### config.mk
export PLATFORM = sky130hd
export DESIGN_NAME = pturs_top
export DESIGN_NICKNAME = d
export VERILOG_FILES = /design/src/hw/pturs_pkg.sv /design/src/hw/pturs_top.sv
export SDC_FILE = /design/constraint.sdc
export NUM_CORES = 1
export LEC_CHECK = 0
export BUFFER_PORTS_ARGS = -buffer_cell sky130_fd_sc_hd__clkbuf_2
export CAP_MARGIN = 10
export CORE_UTILIZATION = 40
export DETAILED_ROUTE_END_ITERATION = 6
export PLACE_DENSITY = 0.72
export SLEW_MARGIN = 20
export SYNTH_ARGS = -nofsm -noshare
export SYNTH_HDL_FRONTEND = slang
export SYNTH_SLANG_ARGS = --single-unit
### constraint.sdc
create_clock -name clk -period 5.9 [get_ports clk]
set_input_delay 0.59 -clock clk [delete_from_list [all_inputs] [get_ports clk]]
set_output_delay 0.59 -clock clk [all_outputs]
set_load 0.01 [all_outputs]
### src/hw/pturs_pkg.sv
/*
 package for the ptp unit index and status register bank: offsets, field positions,
 reset values and carrier structs.
 assumes a plain register port with byte addresses and 32-bit data.
*/
package pturs_pkg;
	// ==========================================================
	// register offsets
	localparam logic [11:0] PTURS_OFS_DOMVER = 12'h518;
	localparam logic [11:0] PTURS_OFS_SELECT = 12'h520;
	localparam logic [11:0] PTURS_OFS_TSTAT = 12'h524;
	localparam logic [11:0] PTURS_OFS_IRQMASK = 12'h5b4;
	localparam logic [11:0] PTURS_OFS_WIN_LO = 12'h52c;
	localparam logic [11:0] PTURS_OFS_WIN_HI = 12'h5b3;
	// ==========================================================
	// field positions
	localparam int PTURS_VER_LSB = 8;
	localparam int PTURS_PIN_BIT = 16;
	localparam int PTURS_STAMP_BIT = 8;
	localparam int PTURS_ERR_LSB = 16;
	localparam int PTURS_DOMCHK_BIT = 4;
	// ==========================================================
	// reset values
	localparam logic [3:0] PTURS_VER_RST = 4'h2;
	localparam logic [7:0] PTURS_DOM_RST = 8'h00;
	localparam logic [2:0] PTURS_RSV3_RST = 3'h0;
	// ==========================================================
	// carriers
	typedef struct packed {
		logic valid;
		logic [3:0] version;
		logic [7:0] domain;
	} pturs_msg_t;

	typedef struct packed {
		logic capture;
		logic forward;
		logic drop;
	} pturs_verdict_t;

	typedef struct packed {
		logic pin;
		logic stamp;
		logic [1:0] event_unit;
	} pturs_route_t;
endpackage

### src/hw/pturs_top.sv
/*
 ptp unit index and status register bank: domain and version filter, unit index
 used to route the indexed window, trigger done and error flags with interrupt.
 assumes one 250 mhz clock, a plain register port and trigger units outside.
*/
// Behaviour
// - capture ptp messages only when version equals programmed field, reset value two
// - discard received ptp packets whose version differs from the programmed field
// - with domain checking on, capture only when domain equals programmed domain
// - with domain checking off, domain number is ignored for capture
// - accesses in window 0x52c to 0x5b3 go to the selected units
// - pin selector bit 16 picks second pin when set, first when clear
// - stamp selector bit 8 picks stamp unit one when set, zero when clear
// - event selector codes 0 to 2 pick units; code 3 reserved for software
// - error flag set on late trigger with notify; cleared by dropping trigger enable
// - done flag set when event generated with notify; cleared by writing one
// - highest status bit is unit 2, middle unit 1, lowest unit 0
// - with domain checking on, forward to host when domain and version both match, drop otherwise
`timescale 1ns/1ps
module pturs_top import pturs_pkg::*; #(
	parameter int UNITS = 3
) (
	// clock and reset
	input wire logic clk,
	input wire logic rst_b,
	// register port
	input wire logic [11:0] reg_addr,
	input wire logic [31:0] reg_wdata,
	input wire logic reg_wr,
	input wire logic reg_rd,
	output logic [31:0] reg_rdata,
	// received message check
	input wire logic domain_check_enable,
	input wire pturs_msg_t rx_msg,
	output pturs_verdict_t rx_verdict,
	// indexed window routing
	output pturs_route_t route,
	output logic win_wr,
	output logic win_rd,
	output logic [11:0] win_addr,
	output logic [31:0] win_wdata,
	input wire logic [31:0] win_rdata,
	// trigger units
	input wire logic [UNITS-1:0] event_notify_enable,
	input wire logic [UNITS-1:0] event_done,
	input wire logic [UNITS-1:0] event_late,
	input wire logic [UNITS-1:0] event_trigger_enable,
	// interrupt
	output logic irq
);
	// ==========================================================
	// reset release
	logic rst_s1_reg;
	logic rst_n_reg;

	always_ff @(posedge clk or negedge rst_b) begin
		if (!rst_b) begin
			rst_s1_reg <= 1'b0;
			rst_n_reg <= 1'b0;
		end else begin
			rst_s1_reg <= 1'b1;
			rst_n_reg <= rst_s1_reg;
		end
	end

	// ==========================================================
	// decode helpers
	function automatic logic hit(input logic [11:0] a, input logic [11:0] ofs);
		hit = (a[11:2] == ofs[11:2]);
	endfunction

	function automatic logic in_window(input logic [11:0] a);
		in_window = (a >= PTURS_OFS_WIN_LO) && (a <= PTURS_OFS_WIN_HI);
	endfunction

	// sticky flag update: a set in the clearing cycle wins over the clear
	function automatic logic [UNITS-1:0] flag_next(input logic [UNITS-1:0] cur, input logic [UNITS-1:0] clr,
		input logic [UNITS-1:0] set);
		flag_next = (cur & ~clr) | set;
	endfunction

	logic sel_domver;
	logic sel_select;
	logic sel_tstat;
	logic sel_mask;
	logic wr_domver;
	logic wr_select;
	logic wr_tstat;
	logic wr_mask;
	logic acc_win;

	assign sel_domver = hit(reg_addr, PTURS_OFS_DOMVER);
	assign sel_select = hit(reg_addr, PTURS_OFS_SELECT);
	assign sel_tstat = hit(reg_addr, PTURS_OFS_TSTAT);
	assign sel_mask = hit(reg_addr, PTURS_OFS_IRQMASK);
	assign wr_domver = reg_wr && sel_domver;
	assign wr_select = reg_wr && sel_select;
	assign wr_tstat = reg_wr && sel_tstat;
	assign wr_mask = reg_wr && sel_mask;
	assign acc_win = in_window(reg_addr);

	// ==========================================================
	// domain and version register
	logic [3:0] version_reg;
	logic [7:0] domain_reg;

	always_ff @(posedge clk or negedge rst_n_reg) begin
		if (!rst_n_reg) begin
			version_reg <= PTURS_VER_RST;
		end else if (wr_domver) begin
			version_reg <= reg_wdata[PTURS_VER_LSB +: 4];
		end
	end

	always_ff @(posedge clk or negedge rst_n_reg) begin
		if (!rst_n_reg) begin
			domain_reg <= PTURS_DOM_RST;
		end else if (wr_domver) begin
			domain_reg <= reg_wdata[7:0];
		end
	end

	// ==========================================================
	// unit select register
	logic pin_select_reg;
	logic stamp_unit_select_reg;
	logic [1:0] event_unit_select_reg;
	logic [2:0] rsv_hi_reg;
	logic [2:0] rsv_mid_reg;

	always_ff @(posedge clk or negedge rst_n_reg) begin
		if (!rst_n_reg) begin
			pin_select_reg <= 1'b0;
		end else if (wr_select) begin
			pin_select_reg <= reg_wdata[PTURS_PIN_BIT];
		end
	end

	always_ff @(posedge clk or negedge rst_n_reg) begin
		if (!rst_n_reg) begin
			stamp_unit_select_reg <= 1'b0;
		end else if (wr_select) begin
			stamp_unit_select_reg <= reg_wdata[PTURS_STAMP_BIT];
		end
	end

	always_ff @(posedge clk or negedge rst_n_reg) begin
		if (!rst_n_reg) begin
			event_unit_select_reg <= 2'h0;
		end else if (wr_select) begin
			event_unit_select_reg <= reg_wdata[1:0];
		end
	end

	always_ff @(posedge clk or negedge rst_n_reg) begin
		if (!rst_n_reg) begin
			rsv_hi_reg <= PTURS_RSV3_RST;
		end else if (wr_select) begin
			rsv_hi_reg <= reg_wdata[19:17];
		end
	end

	always_ff @(posedge clk or negedge rst_n_reg) begin
		if (!rst_n_reg) begin
			rsv_mid_reg <= PTURS_RSV3_RST;
		end else if (wr_select) begin
			rsv_mid_reg <= reg_wdata[11:9];
		end
	end

	// ==========================================================
	// trigger status flags
	logic [UNITS-1:0] done_reg;
	logic [UNITS-1:0] err_reg;
	logic [UNITS-1:0] ten_d_reg;
	logic [UNITS-1:0] done_clr;
	logic [UNITS-1:0] err_clr;

	// per-unit write-one clear of done flags, bit position follows unit number; error flags clear when trigger enable drops
	assign done_clr = wr_tstat ? reg_wdata[UNITS-1:0] : '0;
	assign err_clr = ten_d_reg & ~event_trigger_enable;

	always_ff @(posedge clk or negedge rst_n_reg) begin
		if (!rst_n_reg) begin
			ten_d_reg <= '0;
		end else begin
			ten_d_reg <= event_trigger_enable;
		end
	end

	// a new event in the clearing cycle wins over the clear
	always_ff @(posedge clk or negedge rst_n_reg) begin
		if (!rst_n_reg) begin
			done_reg <= '0;
		end else begin
			done_reg <= flag_next(done_reg, done_clr, event_done & event_notify_enable);
		end
	end

	always_ff @(posedge clk or negedge rst_n_reg) begin
		if (!rst_n_reg) begin
			err_reg <= '0;
		end else begin
			err_reg <= flag_next(err_reg, err_clr, event_late & event_notify_enable);
		end
	end

	// ==========================================================
	// interrupt mask, same layout as trigger status
	logic [UNITS-1:0] mask_done_reg;
	logic [UNITS-1:0] mask_err_reg;

	always_ff @(posedge clk or negedge rst_n_reg) begin
		if (!rst_n_reg) begin
			mask_done_reg <= '0;
		end else if (wr_mask) begin
			mask_done_reg <= reg_wdata[UNITS-1:0];
		end
	end

	always_ff @(posedge clk or negedge rst_n_reg) begin
		if (!rst_n_reg) begin
			mask_err_reg <= '0;
		end else if (wr_mask) begin
			mask_err_reg <= reg_wdata[PTURS_ERR_LSB +: UNITS];
		end
	end

	logic [UNITS-1:0] done_pend;
	logic [UNITS-1:0] err_pend;

	assign done_pend = done_reg & mask_done_reg;
	assign err_pend = err_reg & mask_err_reg;

	always_ff @(posedge clk or negedge rst_n_reg) begin
		if (!rst_n_reg) begin
			irq <= 1'b0;
		end else begin
			irq <= |(done_pend | err_pend);
		end
	end

	// ==========================================================
	// received message filter
	logic ver_ok;
	logic dom_ok;

	assign ver_ok = (rx_msg.version == version_reg);
	assign dom_ok = !domain_check_enable || (rx_msg.domain == domain_reg);

	always_ff @(posedge clk or negedge rst_n_reg) begin
		if (!rst_n_reg) begin
			rx_verdict <= '0;
		end else begin
			rx_verdict.capture <= rx_msg.valid && ver_ok && dom_ok;
			rx_verdict.forward <= rx_msg.valid && ver_ok && dom_ok;
			rx_verdict.drop <= rx_msg.valid && !(ver_ok && dom_ok);
		end
	end

	// ==========================================================
	// indexed window routing
	// window strobes and copies lag the register port by one cycle
	always_ff @(posedge clk or negedge rst_n_reg) begin
		if (!rst_n_reg) begin
			route <= '0;
		end else begin
			route.pin <= pin_select_reg;
			route.stamp <= stamp_unit_select_reg;
			route.event_unit <= event_unit_select_reg;
		end
	end

	always_ff @(posedge clk or negedge rst_n_reg) begin
		if (!rst_n_reg) begin
			win_wr <= 1'b0;
		end else begin
			win_wr <= reg_wr && acc_win;
		end
	end

	always_ff @(posedge clk or negedge rst_n_reg) begin
		if (!rst_n_reg) begin
			win_rd <= 1'b0;
		end else begin
			win_rd <= reg_rd && acc_win;
		end
	end

	always_ff @(posedge clk or negedge rst_n_reg) begin
		if (!rst_n_reg) begin
			win_addr <= '0;
		end else begin
			win_addr <= reg_addr;
		end
	end

	always_ff @(posedge clk or negedge rst_n_reg) begin
		if (!rst_n_reg) begin
			win_wdata <= '0;
		end else begin
			win_wdata <= reg_wdata;
		end
	end

	// ==========================================================
	// read data
	logic [31:0] rd_next;

	always_comb begin
		rd_next = 32'h0000_0000;
		if (sel_domver) begin
			rd_next[PTURS_VER_LSB +: 4] = version_reg;
			rd_next[7:0] = domain_reg;
		end else if (sel_select) begin
			rd_next[19:17] = rsv_hi_reg;
			rd_next[PTURS_PIN_BIT] = pin_select_reg;
			rd_next[11:9] = rsv_mid_reg;
			rd_next[PTURS_STAMP_BIT] = stamp_unit_select_reg;
			rd_next[1:0] = event_unit_select_reg;
		end else if (sel_tstat) begin
			rd_next[PTURS_ERR_LSB +: UNITS] = err_reg;
			rd_next[UNITS-1:0] = done_reg;
		end else if (sel_mask) begin
			rd_next[PTURS_ERR_LSB +: UNITS] = mask_err_reg;
			rd_next[UNITS-1:0] = mask_done_reg;
		end
	end

	// window reads are answered by the selected unit in the same cycle
	always_ff @(posedge clk or negedge rst_n_reg) begin
		if (!rst_n_reg) begin
			reg_rdata <= 32'h0000_0000;
		end else if (reg_rd) begin
			reg_rdata <= acc_win ? win_rdata : rd_next;
		end else begin
			reg_rdata <= 32'h0000_0000;
		end
	end
endmodule

# Word-level counts from Yosys, hierarchy flattened
# Index checks and enable logic that the tools add are counted.
[totals]
ff_bits = 124
input_bits = 106
[classes]
n_lt_le_gt_ge = 2
eq_ne = 6
muxes = 16
bitwise = 13
n_reduce_logical = 15
[ops]
columns = ["operator", "n"]
rows = [
  ["$mux 32", 2],
  ["$eq 10x9->1 const B", 4],
  ["$and 3x3->3", 7],
  ["$mux 3", 7],
  ["$ge 12x11->1 const B", 1],
  ["$le 12x11->1 const B", 1],
  ["$mux 4", 3],
  ["$logic_and 1x1->1", 11],
  ["$not 3->3", 3],
  ["$or 3x3->3", 3],
  ["$eq 8x8->1", 1],
  ["$mux 5", 1],
  ["$eq 4x4->1", 1],
  ["$reduce_or 3->1", 1],
  ["$logic_not 1->1", 2],
  ["$mux 1", 2],
  ["$mux 2", 1],
  ["$logic_or 1x1->1", 1],
]

# Logic depth before layout (Yosys ltp)
[logic_depth]
depth_word = 7
depth_mapped = 6
ltp_nobuf = 4

# Worst setup path after synthesis
# Ideal clock, no wire load.
[synth_timing]
kind = "input to register"
startpoint = "input port reg_addr[7]"
endpoint = "register event_unit_select_reg[0]"
arrival_time_ps = 1806
setup_slack_ps = 3969
stages = 6
n_path_buf = 2
cell_sequence = "buf_6 > nor4b_4 > nor3b_2 > buf_6 > nand2_8 > mux2_4"
[synth_via]
elab_chain_cells = 2
[synth_lines]
columns = ["item", "line", "text"]
rows = [
  ["start: declaration", "pturs_top.sv:27", "input wire logic [11:0] reg_addr,"],
  ["$eq 10x9->1", "pturs_top.sv:69", "hit = (a[11:2] == ofs[11:2]);"],
  ["$logic_and 1x1->1", "pturs_top.sv:97", "assign wr_select = reg_wr && sel_select;"],
  ["end signal: assignment", "pturs_top.sv:151", "event_unit_select_reg <= reg_wdata[1:0];"],
  ["end: declaration", "pturs_top.sv:127", "logic [1:0] event_unit_select_reg;"],
]
# No other way between the ends.
# A chain may end at the register's enable or synchronous reset.

# Worst setup path in the final report
[layout_timing]
startpoint = "input port reg_addr[4]"
endpoint = "register rsv_hi_reg[0]"
[layout_via]
elab_chain_cells = 2
[layout_lines]
columns = ["item", "line", "text"]
rows = [
  ["$eq 10x9->1", "pturs_top.sv:69", ""],
  ["$logic_and 1x1->1", "pturs_top.sv:97", ""],
  ["end signal: assignment", "pturs_top.sv:159", "rsv_hi_reg <= reg_wdata[19:17];"],
  ["end: declaration", "pturs_top.sv:128", "logic [2:0] rsv_hi_reg;"],
]
# No other way between the ends.

==> qor.csv <==
metric,value,unit
drc,0,
hold_path.class,input pin to register,
netlist-cell-type-count,45,
die_w,108,um
power.leakage,0.00329,uW
ant_nets,0,
ir_worst_vdd,0.210,mV
root_buffer,clkbuf_8,
h-tree-depth,4,
rows,38,
cts_buffers,17,
synth-async-reset-ratio,1.00,
synth_nets,395,
maxSlewHeadroom,0.360,
cp-startpoint,reg_addr[4],
r2r-start,rst_n_reg$_DFF_PN0_,
power.clock.fraction,0.528,
finalWirelength,11000,um
combPwrFrac,0.055,
grt_pass1_wl,16700,um
initial_utilization,0.414,
cp-start-kind,input pin,
ys_seq_area_frac,0.688,
pwr_density_cell,341,nW/um^2
drive_gt1_frac,0.524,
total_power,2140,uW
min_period,2150,ps
die_y,108,um
sequentialPowerShare,0.417,
clock_latency,510,ps
dpl.cell_count,613,
cts_sinks,124,
p_int,1700,uW
critPathMaxFanout,11,
switchingPower,436,uW
hold_viol,0,
fin_skew,7.21,ps
slew_violations,0,
critPathSlowestCell,nor3b_2,
cts_tree,yes,
worstSetupPathType,input pin to register,
drt-pass1-iter-count,4,
dpl.hpwl,8090,um
fin_cells,646,
synth_warnings,0,
gp_congestion,0.839,
first_global_vias,3236,
synth-seq-cells,124,
cp_slowest_stage_delay,840,ps
clk_pin_slew,60,ps
layout_common_cells,"clkbuf_2 (191), dfrtp_1 (122), mux2_4 (20)",
swShare,0.204,
critPathArrivalTime,2530,ps
avgSynthCellArea,15.6,um^2
tightest_slew,956,ps
io_buffers,191,
status,finished clean,
overflow,0,
synthCells,289,
dominantRegCellSynth,dfrtp_1,
reg_top3,"reg_rdata x32, win_wdata x32, win_addr x12",
hp-start,reg_wdata[27],
antenna_found_initial,0,
wl_per_cell,17.1,um
vias_per_cell,4.85,
hold_ws,191,ps
fin_setup_tns,0,ps
grt_max_degree,88,
layout_commonest_cell,clkbuf_2,
vias,3132,
setup_viol,0,
crit_required,6290,ps
die_area,11700,um^2
drv_cap,0,
grtUsageTotal,0.196,
critPathCaptureType,register,
netlist_area,4510,um^2
ios,192,
cts_buffer_depth,2,
period_share,0.364,
timing.critical_path.cells,clkbuf_2 -> nor4b_4 -> nor3b_2 -> nand2_8 -> mux2_4,
antenna_cells,0,
fmax,0.465,GHz
drt_iter0_markers,168,
synth-edff-count,0,
rsz0062_at_grt,no,
area_growth,39.2,%
layout.nets,599,
coreArea,10900,um^2
==> area by class of cell <==
type | count | area, um^2
Fill cell | 899 | 4610
Sequential cell | 124 | 3110
Multi-Input combinational cell | 150 | 1330
Timing Repair Buffer | 195 | 992
Clock buffer | 21 | 469
Clock inverter | 11 | 188
Tap cell | 140 | 175
Inverter | 5 | 18.8
==> power by group through the flow <==
| stage | combinational (uW) | sequential, uW | clock, uW |
|---|---|---|---|
| after floorplan | 29.0 | 921 | 0 |
| after global placement | 117 | 906 | 0 |
| after detailed placement | 120 | 907 | 0 |
| after CTS | 121 | 892 | 1150 |
| after global routing | 131 | 895 | 1190 |
| final | 119 | 892 | 1130 |
==> cell usage after synthesis (3+ instances only) <==
library cell  instances  area [um^2]
buf_6                 3         33.8
nand2_1               7         26.3
a22oi_1               8         60.1
mux2_2                8         90.1
a32o_1               10          100
nand3b_1              3         22.5
a21oi_1               3         15.0
inv_1                 5         18.8
buf_2                 5         25.0
mux2_4               20          300
xnor2_1               8         70.1
and2_1               17          106
nand2b_1              8         50.1
o21ai_0               5         25.0
xor2_1                4         35.0
dfrtp_1             123         3080
and3_1                3         18.8
a22o_1               17          149
==> critical path: cells and delay by family <==
| family | cells | cell delay (ps) |
|---|---|---|
| and+or+nand+nor | 3 | 1420 |
| muxes | 1 | 350 |
| buffers and inverters | 1 | 170 |
==> layer usage <==
layer / up-vias / GRT usage / wire length, um
met5: - / 0 / 0
met4: 0 / 0.102 / 260
met3: 24 / 0.0669 / 844
met2: 148 / 0.306 / 5270
met1: 1516 / 0.241 / 4660
li1: 1444 / - / -
==> per-stage QoR <==
step | setup WS (ps) | util | instance area, um^2
floorplan | 2190 | - | 4510
global route | 3620 | 0.576 | 6280
global placement | 3290 | 0.515 | 5610
detailed placement | 3210 | 0.515 | 5610
CTS | 3750 | 0.576 | 6270
finish | 3750 | 0.576 | 6280
==> timing repair <==
item	4_1_cts	5_1_grt
setup buffers	0	0
hold endpoints to repair	2	0
hold buffers	1	0
gates resized for setup	0	0
==> final timing paths <==
kind | end | slack, ps | cells after the start
setup / recovery | rsv_hi_reg[0]$_DFFE_PN0P_ | 3750 | 5
hold / removal | win_wdata[27]$_DFF_PN0_ | 190 | 1
setup reg to reg | reg_rdata[13]$_DFF_PN0_ | 4480 | 1
hold reg to reg | win_wdata[20]$_DFF_PN0_ | 280 | 0
max in group asynchronous | reg_rdata[13]$_DFF_PN0_ | 4480 | 1
min in group asynchronous | win_wdata[20]$_DFF_PN0_ | 280 | 0
==> kinds of logic after synthesis <==
logic type	after synthesis	synth area share
flip-flops	124	0.688
AO/OA/AOI/OAI	51	0.0924
buffers and inverters	15	0.0197
multiplexers	28	0.0866
other	1	0.000832
AND/OR/NAND/NOR	58	0.0888
XOR/XNOR	12	0.0233
Note: power is estimated with default switching activity, not from simulation.
